### src/osi_pkg.sv
// constants for the off-cause record and interrupt summary block
`default_nettype none

package osi_pkg;

   // register indices; byte address is four times the index
   localparam logic [15:0] OFF_CAUSE_IDX  = 16'h400f;
   localparam logic [15:0] SUMMARY_IDX    = 16'h4010;
   localparam logic [15:0] IRQ_STATUS_IDX = 16'h4020;
   localparam logic [15:0] IRQ_CLEAR_IDX  = 16'h4021;
   localparam logic [15:0] IRQ_ENABLE_IDX = 16'h4022;

   localparam logic [15:0] OFF_CAUSE_RESET = 16'h0000;
   localparam logic [15:0] SUMMARY_RESET   = 16'h0000;
   localparam logic [1:0]  IRQ_RESET       = 2'h0;

   // off-cause bit positions
   localparam int OFF_INTREG_BIT   = 13;
   localparam int OFF_SEQ_BIT      = 12;
   localparam int OFF_GPIN_BIT     = 11;
   localparam int OFF_SUPPLY_BIT   = 10;
   localparam int OFF_TEMP_BIT     = 9;
   localparam int OFF_SW_BIT       = 6;
   localparam int OFF_PIN_BIT      = 4;

   // summary bit positions
   localparam int SUM_PSTATE_BIT   = 15;
   localparam int SUM_THERMAL_BIT  = 14;
   localparam int SUM_GPIN_BIT     = 13;
   localparam int SUM_PIN_BIT      = 12;
   localparam int SUM_WDOG_BIT     = 11;
   localparam int SUM_AUX_BIT      = 8;
   localparam int SUM_PPATH_BIT    = 7;
   localparam int SUM_RTC_BIT      = 5;
   localparam int SUM_OTP_BIT      = 4;
   localparam int SUM_HC_BIT       = 1;
   localparam int SUM_UV_BIT       = 0;

   // interrupt status, clear and enable layout
   localparam int IRQ_W            = 2;
   localparam int IRQ_OFF_BIT      = 0;
   localparam int IRQ_SUMMARY_BIT  = 1;

   localparam logic [1:0] RESP_OKAY   = 2'h0;
   localparam logic [1:0] RESP_SLVERR = 2'h2;

endpackage

`default_nettype wire

### src/osi_off_summary.sv
// off-cause record, interrupt summary and AXI4-Lite register slave
`default_nettype none

module osi_off_summary
   import osi_pkg::*;
#(
   parameter int ADDR_W = 18,
   parameter int GRP_W  = 16
)(
   input  wire logic              clk,
   input  wire logic              sys_rst,
   // AXI4-Lite slave
   input  wire logic [ADDR_W-1:0] s_axi_awaddr,
   input  wire logic [2:0]        s_axi_awprot,
   input  wire logic              s_axi_awvalid,
   output logic                   s_axi_awready,
   input  wire logic [31:0]       s_axi_wdata,
   input  wire logic [3:0]        s_axi_wstrb,
   input  wire logic              s_axi_wvalid,
   output logic                   s_axi_wready,
   output logic [1:0]             s_axi_bresp,
   output logic                   s_axi_bvalid,
   input  wire logic              s_axi_bready,
   input  wire logic [ADDR_W-1:0] s_axi_araddr,
   input  wire logic [2:0]        s_axi_arprot,
   input  wire logic              s_axi_arvalid,
   output logic                   s_axi_arready,
   output logic [31:0]            s_axi_rdata,
   output logic [1:0]             s_axi_rresp,
   output logic                   s_axi_rvalid,
   input  wire logic              s_axi_rready,
   // power state machine: off event with its causes
   input  wire logic              offEvent,
   input  wire logic              off_by_internal_regulator_error,
   input  wire logic              off_by_sequence_failure,
   input  wire logic              off_by_general_input,
   input  wire logic              off_by_supply_threshold,
   input  wire logic              off_by_overtemperature,
   input  wire logic              off_by_software,
   input  wire logic              off_by_power_pin,
   // second-level pending flags per group
   input  wire logic [GRP_W-1:0]  powerStateFlags,
   input  wire logic [GRP_W-1:0]  thermalFlags,
   input  wire logic [GRP_W-1:0]  generalInputFlags,
   input  wire logic [GRP_W-1:0]  powerPinFlags,
   input  wire logic [GRP_W-1:0]  watchdogFlags,
   input  wire logic [GRP_W-1:0]  auxConverterFlags,
   input  wire logic [GRP_W-1:0]  powerPathFlags,
   input  wire logic [GRP_W-1:0]  rtcFlags,
   input  wire logic [GRP_W-1:0]  otpFlags,
   input  wire logic [GRP_W-1:0]  highCurrentFlags,
   input  wire logic [GRP_W-1:0]  undervoltageFlags,
   // visible state
   output logic [15:0]            offCauseRecord,
   output logic [15:0]            primaryIrqSummary,
   output logic                   irq
);

   // elaboration checks: refuse sizes and bit maps the logic cannot serve
   if (ADDR_W < 18 || ADDR_W > 32)
   begin : g_chk_addr
      $error("osi_off_summary: ADDR_W must be 18 to 32");
   end
   if (GRP_W < 1)
   begin : g_chk_grp
      $error("osi_off_summary: GRP_W must be at least 1");
   end
   // status and enable are read back in the low lanes of one word
   if (IRQ_W < 2 || IRQ_W > 16)
   begin : g_chk_irq_w
      $error("osi_off_summary: IRQ_W must be 2 to 16");
   end
   if (IRQ_OFF_BIT >= IRQ_W || IRQ_SUMMARY_BIT >= IRQ_W || IRQ_OFF_BIT == IRQ_SUMMARY_BIT)
   begin : g_chk_irq_map
      $error("osi_off_summary: interrupt bits must be distinct and inside IRQ_W");
   end
   if (OFF_INTREG_BIT > 15 || OFF_SEQ_BIT > 15 || OFF_GPIN_BIT > 15 ||
       OFF_SUPPLY_BIT > 15 || OFF_TEMP_BIT > 15 || OFF_SW_BIT > 15 || OFF_PIN_BIT > 15)
   begin : g_chk_off_map
      $error("osi_off_summary: off-cause bits must lie inside the 16-bit record");
   end
   if (SUM_PSTATE_BIT > 15 || SUM_THERMAL_BIT > 15 || SUM_GPIN_BIT > 15 ||
       SUM_PIN_BIT > 15 || SUM_WDOG_BIT > 15 || SUM_AUX_BIT > 15 ||
       SUM_PPATH_BIT > 15 || SUM_RTC_BIT > 15 || SUM_OTP_BIT > 15 ||
       SUM_HC_BIT > 15 || SUM_UV_BIT > 15)
   begin : g_chk_sum_map
      $error("osi_off_summary: summary bits must lie inside the 16-bit word");
   end
   // the five registers need five distinct word indices
   if (OFF_CAUSE_IDX == SUMMARY_IDX || OFF_CAUSE_IDX == IRQ_STATUS_IDX ||
       OFF_CAUSE_IDX == IRQ_CLEAR_IDX || OFF_CAUSE_IDX == IRQ_ENABLE_IDX ||
       SUMMARY_IDX == IRQ_STATUS_IDX || SUMMARY_IDX == IRQ_CLEAR_IDX ||
       SUMMARY_IDX == IRQ_ENABLE_IDX || IRQ_STATUS_IDX == IRQ_CLEAR_IDX ||
       IRQ_STATUS_IDX == IRQ_ENABLE_IDX || IRQ_CLEAR_IDX == IRQ_ENABLE_IDX)
   begin : g_chk_idx
      $error("osi_off_summary: register indices must differ");
   end

   // index to byte address match, word aligned
   function automatic logic hitReg(input logic [ADDR_W-1:0] addr, input logic [15:0] idx);
      hitReg = (addr[ADDR_W-1:2] == (ADDR_W-2)'(idx));
   endfunction

   // write channel holding
   logic              awHeld;
   logic              wHeld;
   logic [ADDR_W-1:0] awAddr;
   logic [31:0]       wData;
   logic [3:0]        wStrb;
   logic [IRQ_W-1:0]  irqStatus;
   logic [IRQ_W-1:0]  irqEnable;

   wire awFire  = s_axi_awvalid && s_axi_awready;
   wire wFire   = s_axi_wvalid && s_axi_wready;
   wire doWrite = awHeld && wHeld && !s_axi_bvalid;
   wire arFire  = s_axi_arvalid && s_axi_arready;

   assign s_axi_awready = !awHeld && !s_axi_bvalid;
   assign s_axi_wready  = !wHeld && !s_axi_bvalid;
   assign s_axi_arready = !s_axi_rvalid;

   // write decode; off-cause and summary accept writes without effect
   wire wrOffCause = hitReg(awAddr, OFF_CAUSE_IDX);
   wire wrSummary  = hitReg(awAddr, SUMMARY_IDX);
   wire wrStatus   = hitReg(awAddr, IRQ_STATUS_IDX);
   wire wrClear    = hitReg(awAddr, IRQ_CLEAR_IDX);
   wire wrEnable   = hitReg(awAddr, IRQ_ENABLE_IDX);
   logic [1:0] wrResp;
   always_comb
   begin
      if (wrOffCause || wrSummary || wrStatus)
         wrResp = RESP_OKAY;
      else if (wrClear || wrEnable)
         wrResp = RESP_OKAY;
      else
         wrResp = RESP_SLVERR;
   end

   // off record: every event rewrites the whole word
   logic [15:0] offWord;
   always_comb
   begin
      offWord = 16'h0000;
      offWord[OFF_INTREG_BIT] = off_by_internal_regulator_error;
      offWord[OFF_SEQ_BIT]    = off_by_sequence_failure;
      offWord[OFF_GPIN_BIT]   = off_by_general_input;
      offWord[OFF_SUPPLY_BIT] = off_by_supply_threshold;
      offWord[OFF_TEMP_BIT]   = off_by_overtemperature;
      offWord[OFF_SW_BIT]     = off_by_software;
      offWord[OFF_PIN_BIT]    = off_by_power_pin;
   end
   wire [15:0] next_offCauseRecord = offEvent ? offWord : offCauseRecord;

   // summary: OR of each group's pending flags, cleared upstream
   logic [15:0] next_primaryIrqSummary;
   always_comb
   begin
      next_primaryIrqSummary = 16'h0000;
      next_primaryIrqSummary[SUM_PSTATE_BIT]  = |powerStateFlags;
      next_primaryIrqSummary[SUM_THERMAL_BIT] = |thermalFlags;
      next_primaryIrqSummary[SUM_GPIN_BIT]    = |generalInputFlags;
      next_primaryIrqSummary[SUM_PIN_BIT]     = |powerPinFlags;
      next_primaryIrqSummary[SUM_WDOG_BIT]    = |watchdogFlags;
      next_primaryIrqSummary[SUM_AUX_BIT]     = |auxConverterFlags;
      next_primaryIrqSummary[SUM_PPATH_BIT]   = |powerPathFlags;
      next_primaryIrqSummary[SUM_RTC_BIT]     = |rtcFlags;
      next_primaryIrqSummary[SUM_OTP_BIT]     = |otpFlags;
      next_primaryIrqSummary[SUM_HC_BIT]      = |highCurrentFlags;
      next_primaryIrqSummary[SUM_UV_BIT]      = |undervoltageFlags;
   end

   // interrupt events; set wins over a clear in the same cycle
   logic [IRQ_W-1:0] irqEvent;
   always_comb
   begin
      irqEvent = '0;
      irqEvent[IRQ_OFF_BIT]     = offEvent;
      irqEvent[IRQ_SUMMARY_BIT] = |(next_primaryIrqSummary & ~primaryIrqSummary);
   end
   wire clearHit = doWrite && wrClear && wStrb[0];
   wire [IRQ_W-1:0] clearBits = clearHit ? wData[IRQ_W-1:0] : '0;
   wire [IRQ_W-1:0] next_irqStatus = (irqStatus & ~clearBits) | irqEvent;
   wire [IRQ_W-1:0] next_irqEnable =
      (doWrite && wrEnable && wStrb[0]) ? wData[IRQ_W-1:0] : irqEnable;

   // read decode
   wire rdOffCause = hitReg(s_axi_araddr, OFF_CAUSE_IDX);
   wire rdSummary  = hitReg(s_axi_araddr, SUMMARY_IDX);
   wire rdStatus   = hitReg(s_axi_araddr, IRQ_STATUS_IDX);
   wire rdClear    = hitReg(s_axi_araddr, IRQ_CLEAR_IDX);
   wire rdEnable   = hitReg(s_axi_araddr, IRQ_ENABLE_IDX);
   // upper lanes always read zero
   logic [31:0] rdWord;
   always_comb
   begin
      rdWord = 32'h0000_0000;
      if (rdOffCause)
         rdWord[15:0] = offCauseRecord;
      else if (rdSummary)
         rdWord[15:0] = primaryIrqSummary;
      else if (rdStatus)
         rdWord[IRQ_W-1:0] = irqStatus;
      else if (rdEnable)
         rdWord[IRQ_W-1:0] = irqEnable;
   end

   // clear register reads zero, it only acts on write
   logic [1:0] rdResp;
   always_comb
   begin
      if (rdOffCause || rdSummary || rdStatus)
         rdResp = RESP_OKAY;
      else if (rdClear || rdEnable)
         rdResp = RESP_OKAY;
      else
         rdResp = RESP_SLVERR;
   end

   // record owned by the power state machine; software cannot write it
   always_ff @(posedge clk or posedge sys_rst)
   begin
      if (sys_rst)
         offCauseRecord <= OFF_CAUSE_RESET;
      else
         offCauseRecord <= next_offCauseRecord;
   end

   // summary trails the group flags by one cycle
   always_ff @(posedge clk or posedge sys_rst)
   begin
      if (sys_rst)
         primaryIrqSummary <= SUMMARY_RESET;
      else
         primaryIrqSummary <= next_primaryIrqSummary;
   end

   // sticky status; a clear never hides an event of the same cycle
   always_ff @(posedge clk or posedge sys_rst)
   begin
      if (sys_rst)
         irqStatus <= IRQ_RESET;
      else
         irqStatus <= next_irqStatus;
   end

   always_ff @(posedge clk or posedge sys_rst)
   begin
      if (sys_rst)
         irqEnable <= IRQ_RESET;
      else
         irqEnable <= next_irqEnable;
   end

   // output registered from next values so it does not lag the status
   always_ff @(posedge clk or posedge sys_rst)
   begin
      if (sys_rst)
         irq <= 1'b0;
      else
         irq <= |(next_irqStatus & next_irqEnable);
   end

   // write channel: address and data taken in either order
   logic next_awHeld;
   logic next_wHeld;
   always_comb
   begin
      next_awHeld = awHeld;
      next_wHeld  = wHeld;
      if (awFire)
         next_awHeld = 1'b1;
      else if (doWrite)
         next_awHeld = 1'b0;
      if (wFire)
         next_wHeld = 1'b1;
      else if (doWrite)
         next_wHeld = 1'b0;
   end

   always_ff @(posedge clk or posedge sys_rst)
   begin
      if (sys_rst)
      begin
         awHeld <= 1'b0;
         wHeld  <= 1'b0;
      end
      else
      begin
         awHeld <= next_awHeld;
         wHeld  <= next_wHeld;
      end
   end

   always_ff @(posedge clk or posedge sys_rst)
   begin
      if (sys_rst)
         awAddr <= '0;
      else if (awFire)
         awAddr <= s_axi_awaddr;
   end

   always_ff @(posedge clk or posedge sys_rst)
   begin
      if (sys_rst)
      begin
         wData <= 32'h0000_0000;
         wStrb <= 4'h0;
      end
      else if (wFire)
      begin
         wData <= s_axi_wdata;
         wStrb <= s_axi_wstrb;
      end
   end

   // write response stands until the master takes it
   logic next_bvalid;
   always_comb
   begin
      next_bvalid = s_axi_bvalid;
      if (doWrite)
         next_bvalid = 1'b1;
      else if (s_axi_bready)
         next_bvalid = 1'b0;
   end

   always_ff @(posedge clk or posedge sys_rst)
   begin
      if (sys_rst)
      begin
         s_axi_bvalid <= 1'b0;
         s_axi_bresp  <= RESP_OKAY;
      end
      else
      begin
         s_axi_bvalid <= next_bvalid;
         if (doWrite)
            s_axi_bresp <= wrResp;
      end
   end

   // read: one request at a time, answered the cycle after it is taken
   logic next_rvalid;
   always_comb
   begin
      next_rvalid = s_axi_rvalid;
      if (arFire)
         next_rvalid = 1'b1;
      else if (s_axi_rready)
         next_rvalid = 1'b0;
   end

   always_ff @(posedge clk or posedge sys_rst)
   begin
      if (sys_rst)
         s_axi_rvalid <= 1'b0;
      else
         s_axi_rvalid <= next_rvalid;
   end

   // data and response change only when a new request is taken
   always_ff @(posedge clk or posedge sys_rst)
   begin
      if (sys_rst)
      begin
         s_axi_rdata <= 32'h0000_0000;
         s_axi_rresp <= RESP_OKAY;
      end
      else if (arFire)
      begin
         s_axi_rdata <= rdWord;
         s_axi_rresp <= rdResp;
      end
   end

endmodule

`default_nettype wire

### config.mk
export PLATFORM = sky130hd
export DESIGN_NAME = osi_off_summary
export DESIGN_NICKNAME = d
export VERILOG_FILES = /design/src/osi_pkg.sv /design/src/osi_off_summary.sv
export SDC_FILE = /design/constraint.sdc
export NUM_CORES = 1
export LEC_CHECK = 0
export BUFFER_PORTS_ARGS = -buffer_cell sky130_fd_sc_hd__buf_2
export CAP_MARGIN = 0
export CORE_AREA = 2 2 134 136
export CTS_BUF_LIST = sky130_fd_sc_hd__clkbuf_16
export CTS_CLUSTER_DIAMETER = 200
export DETAILED_ROUTE_END_ITERATION = 10
export DIE_AREA = 0 0 136 138
export HOLD_SLACK_MARGIN = 0.12
export PLACE_DENSITY = 0.46
export SYNTH_ARGS = -nofsm -noshare
export SYNTH_HDL_FRONTEND = slang
export SYNTH_SLANG_ARGS = --single-unit
### constraint.sdc
create_clock -name clk -period 5.3 [get_ports clk]
set_input_delay 0 -clock clk [delete_from_list [all_inputs] [get_ports clk]]
set_output_delay 0 -clock clk [all_outputs]
set_load 0.01 [all_outputs]
# --- Yosys cells after proc, flatten, opt, wreduce, memory -nomap -nowiden ---
# Cells that the tools add are included.
word_totals:
  elab_cells: 87
  output_inout_bits: 74
  register_bits: 68
classes:
  n_reduce_logical: 38
  n_bitwise: 6
  muxes: 18
  n_eq_ne: 10
ops:
  columns: ["op", "count"]
  rows:
  - ["OR reduction 16 bit", 12]
  - ["equality test 16 x 15 -> 1 bit, second input constant", 10]
  - ["two-way mux 2 bit", 9]
  - ["AND 16 bit", 1]
  - ["two-way mux 16 bit", 1]
  - ["inverter 16 bit", 1]
  - ["two-way mux 14 bit", 1]
  - ["logical AND 1 bit", 11]
  - ["nonzero test 2 bit", 4]
  - ["two-way mux 1 bit", 7]
  - ["logical OR 1 bit", 6]
  - ["AND 2 bit", 2]
  - ["logical NOT 1 bit", 4]
  - ["inverter 2 bit", 1]
  - ["OR 2 bit", 1]
  - ["OR reduction 2 bit", 1]

# --- Logic depth before layout (Yosys ltp) ---
depth:
  word_depth: 10
  depth_mapped: 7

# --- Worst setup path after synthesis ---
# OpenSTA, ideal clock, no wires.
synth_path:
  kind: "reg-to-reg"
  from: "register s_axi_bvalid"
  to: "register irq"
  t_required_ps: 5179
  arrival_ps: 1811
  n_path_buf: 1
  stages_incl_launch_ff: 7
  setup_ps: 121
  path_slack_ps: 3368
  path_cell_list: "dfrtp_1 and3b_1 clkbuf_1 nand2_1 nor4b_2 mux2_2 a22o_1"
synth_rtl:
  columns: ["element", "line_no", "source"]
  rows:
  - ["start: declaration", "osi_off_summary.sv:22", "output logic s_axi_bvalid,"]
  - ["start signal: assignment", "osi_off_summary.sv:336", "s_axi_bvalid <= next_bvalid;"]
  - ["logical NOT 1 bit", "osi_off_summary.sv:115", "wire doWrite = awHeld && wHeld && !s_axi_bvalid;"]
  - ["logical AND 1 bit", "osi_off_summary.sv:115", null]
  - ["logical AND 1 bit (2 in a row)", "osi_off_summary.sv:184", "(doWrite && wrEnable && wStrb[0]) ? wData[IRQ_W-1:0] : irqEnable;"]
  - ["two-way mux 2 bit", "osi_off_summary.sv:184", null]
  - ["named net next_irqEnable[0]", "osi_off_summary.sv:183", "wire [IRQ_W-1:0] next_irqEnable ="]
  - ["AND 2 bit", "osi_off_summary.sv:260", "irq <= |(next_irqStatus & next_irqEnable);"]
  - ["OR reduction 2 bit", "osi_off_summary.sv:260", null]
  - ["end signal: assignment", "osi_off_summary.sv:260", null]
  - ["end: declaration", "osi_off_summary.sv:56", "output logic irq"]
# The timed path passes the listed nets, and every way through them passes these cells.
# A chain may end at the register's enable or synchronous reset.

# --- Worst setup path in the final report ---
layout_path:
  from: "input powerStateFlags[14]"
  to: "register irq"
layout_between:
  elab_chain_cells: 6
layout_lines:
  columns: ["element", "line_no", "source"]
  rows:
  - ["start: declaration", "osi_off_summary.sv:42", "input wire logic [GRP_W-1:0] powerStateFlags,"]
  - ["OR reduction 16 bit", "osi_off_summary.sv:159", "next_primaryIrqSummary[SUM_PSTATE_BIT] = |powerStateFlags;"]
  - ["named net next_primaryIrqSummary[15]", "osi_off_summary.sv:155", "logic [15:0] next_primaryIrqSummary;"]
  - ["AND 16 bit", "osi_off_summary.sv:178", "irqEvent[IRQ_SUMMARY_BIT] = |(next_primaryIrqSummary & ~primaryIrqSummary);"]
  - ["OR reduction 16 bit", "osi_off_summary.sv:178", null]
  - ["OR 2 bit", "osi_off_summary.sv:182", "wire [IRQ_W-1:0] next_irqStatus = (irqStatus & ~clearBits) | irqEvent;"]
  - ["named net next_irqStatus[1]", "osi_off_summary.sv:182", null]
  - ["AND 2 bit", "osi_off_summary.sv:260", null]
  - ["OR reduction 2 bit", "osi_off_summary.sv:260", null]
# The timed path passes the listed nets, and every way through them passes these cells.

==> impl_metrics.py <==
metrics = {
    "layout": {
        "area_growth_pct": 77.6,
        "drive_above_1_share": 0.501,
        "mostFrequentLayoutCell": "buf_2",
        "mostFrequentLayoutCells": "265 x buf_2, 68 x dlygate4sd3_1, 62 x dfrtp_1",
        "nNetsFinal": 907,
        "n_fill_cell": 1845,
        "post-route-cell-area_um2": 5640,
    },
    "timing": {
        "relSlewSlack": 0.325,
        "maxSlewViolCount": 0,
        "rsz0062_at_grt": "no",
        "setup_viol": 0,
        "finClkSkew_ns": 0.00492,
        "fmax_mhz": 381,
        "min_period_ns": 2.62,
        "hold_violations": 0,
        "setup_slack_ns": 2.68,
        "finalSetupTns_ns": 0,
        "worst_pin_slew_ns": 1.01,
        "timing.final.crit_share": 0.495,
    },
    "floorplan": {
        "die_h_um": 138,
        "initial_core_util": 0.181,
        "die_w_um": 136,
        "core-area_um2": 17500,
        "io_pins": 343,
        "rows": 49,
        "die-area_um2": 18800,
    },
    "pwr": {
        "ir_drop_uv": 142,
        "p_per_area_nw_per_um2": 291,
        "p_leak_uw": 0.00267,
    },
    "clock_network": {
        "ctsRootBufferMaster": "clkbuf_16",
        "htree_num_levels": 3,
        "cts_buffers": 9,
        "clkLatencyLatePin_ns": 0.33,
        "cts_sinks": 62,
        "clockBufferDepth": 2,
        "cts_tree": "yes",
        "cts_resized": 0,
        "cts.clk_slew.worst_paths_ns": 0.06,
    },
    "drt": {
        "num_vias": 3605,
        "antenna_left": 0,
        "wl_per_cell_um": 13.9,
        "drcViolationCount": 0,
        "drt-total-wl_um": 12100,
        "drtPass1Iterations": 4,
        "dr.first_iter.drc_count": 76,
        "viasPerCell": 4.13,
    },
    "setup_path": {
        "cp-start-kind": "input pin",
        "cp.required_ns": 5.52,
        "cp_max_fo": 2,
        "arrival_ns": 2.84,
        "worst_setup_path_end_kind": "flop",
        "worst-setup-path-type": "input pin to flop",
    },
    "yosys": {
        "synth_top_cells_by_area": "dfrtp_1 49%, mux2_2 9.9%, nor4_1 9.9%",
        "async_flop_share": 1.00,
        "postSynthAreaPerCell_um2": 10.5,
        "yosysTopAreaCellShare": 0.489,
        "synth-seq-area-share": 0.489,
        "ys_types": 38,
        "ys.flop_type": "dfrtp_1",
        "synth_area_um2": 3170,
        "synth-seq-cells": 62,
        "synth_area_leader_cell": "dfrtp_1",
        "synth_warnings": 0,
        "synthCells": 301,
        "synth_edf_count": 0,
    },
    "global_route": {
        "grt_start_max_net_pins": 63,
        "antenna_found_initial": 1,
        "use_met3": 0.0378,
        "grt_pass1_wl_um": 18600,
        "first_global_vias": 3803,
        "met2_usage": 0.245,
        "grt_remaining_overflow": 0,
        "use_met1": 0.130,
        "top_usage_layer": "met2",
        "grt_usage": 0.131,
    },
    "flow_run": {
        "maxCapViolations": 0,
    },
    "placement": {
        "preCtsSetupSlack_ns": 2.94,
        "gp_congestion": 0.839,
        "port_buffers": 265,
        "place_hpwl_um": 9410,
        "dpl-instance-area_um2": 4640,
    },
    "hold_path": {
        "hold_path.class": "input pin to flop",
    },
    "run_status": {
        "status": "complete, no violations",
    },
}
==> metal layers <==
| layer | part of all wire | routed length, um |
|---|---|---|
| met1 | 0.36 | 4360 |
| met2 | 0.54 | 6590 |
| met3 | 0.062 | 749 |
| met4 | 0.034 | 408 |
| met5 | 0 | 0 |
==> report_power, final <==
group          switching, uW  internal [uW]  leakage, uW
logic                    161            208      0.00180
registers               75.2            569     0.000726
clock network            219            408     0.000150
total                    455           1180      0.00267
==> metrics by stage <==
| stage | total power, uW | instances | hold WS (ns) | util |
|---|---|---|---|---|
| after floorplan | 851 | 334 | 0.0854 | - |
| after global placement | 983 | 788 | 0.178 | 0.265 |
| after detailed placement | 998 | 788 | 0.181 | 0.265 |
| after CTS | 1670 | 872 | 0.135 | 0.321 |
| after global routing | 1750 | 873 | 0.165 | 0.321 |
| final | 1640 | 873 | 0.151 | 0.321 |
==> flip-flops by register name (all words and copies together) (netlist names), 2 cells and up <==
name,count
awAddr,16
s_axi_rdata,14
primaryIrqSummary,11
offCauseRecord,7
irqEnable,2
irqStatus,2
wData,2
==> critical path, cell delays in order <==
cell and delay (ns):
dlygate4sd3_1 0.53, buf_2 0.12, nor4_1 0.14, dlygate4sd3_1 0.58, nand4_1 0.14, a2111oi_2 0.49, nand4_1 0.20, or3b_1 0.43
a22o_1 0.19
==> final timing paths <==
| check | startpoint | endpoint | slack (ns) | depth (start not counted) |
|---|---|---|---|---|
| max in group asynchronous | sys_rst | irq$_DFF_PP0_ | 4.30 | 4 |
| min reg2reg | s_axi_rresp[1]$_DFFE_PP0P_ | s_axi_rresp[1]$_DFFE_PP0P_ | 0.47 | 1 |
| max reg2reg | awAddr[12]$_DFFE_PP0P_ | irq$_DFF_PP0_ | 3.05 | 6 |
| min | s_axi_araddr[2] | s_axi_rdata[0]$_DFFE_PP0P_ | 0.15 | 4 |
| min in group asynchronous | sys_rst | s_axi_rvalid$_DFFE_PP0P_ | 0.46 | 4 |
| max | powerStateFlags[14] | irq$_DFF_PP0_ | 2.68 | 9 |
==> repair_timing <==
item	in CTS	in global routing
setup buffers	0	0
setup endpoints to repair	0	0
endpoints found under the hold margin	112	0
hold buffers	68	0
==> final cells by class <==
type                       count  area [um2]  area share
antenna                        1        2.50    0.000444
clock buffer                   9         225      0.0400
clock inverter                 7        88.8      0.0158
inverter                      11        41.3     0.00733
multi-input combinational    219        1420       0.252
sequential                    62        1550       0.275
tap                          229         287      0.0508
timing repair buffer         335        2020       0.359
==> cells in the mapped netlist (2+ instances only) <==
cell and instances:
clkbuf_1 7, nand4_1 15, a21oi_1 2, nor4_2 4, nor4_1 50, a41oi_1 3
nor2_1 5, mux2_2 28, nand2_1 30, nor3_1 3, nor3b_1 2, o21ai_0 5
a22oi_1 7, dfrtp_1 62, inv_1 11, o21ai_1 12, buf_4 34
==> cells by family after synthesis <==
kind of cell	after synthesis	share of synthesized area
flops	62	0.489
buf+inv	53	0.106
simple gates	118	0.221
other cells	1	0.00118
mux	28	0.0994
compound gates	39	0.0836
Power figures use the tool's default switching activity.
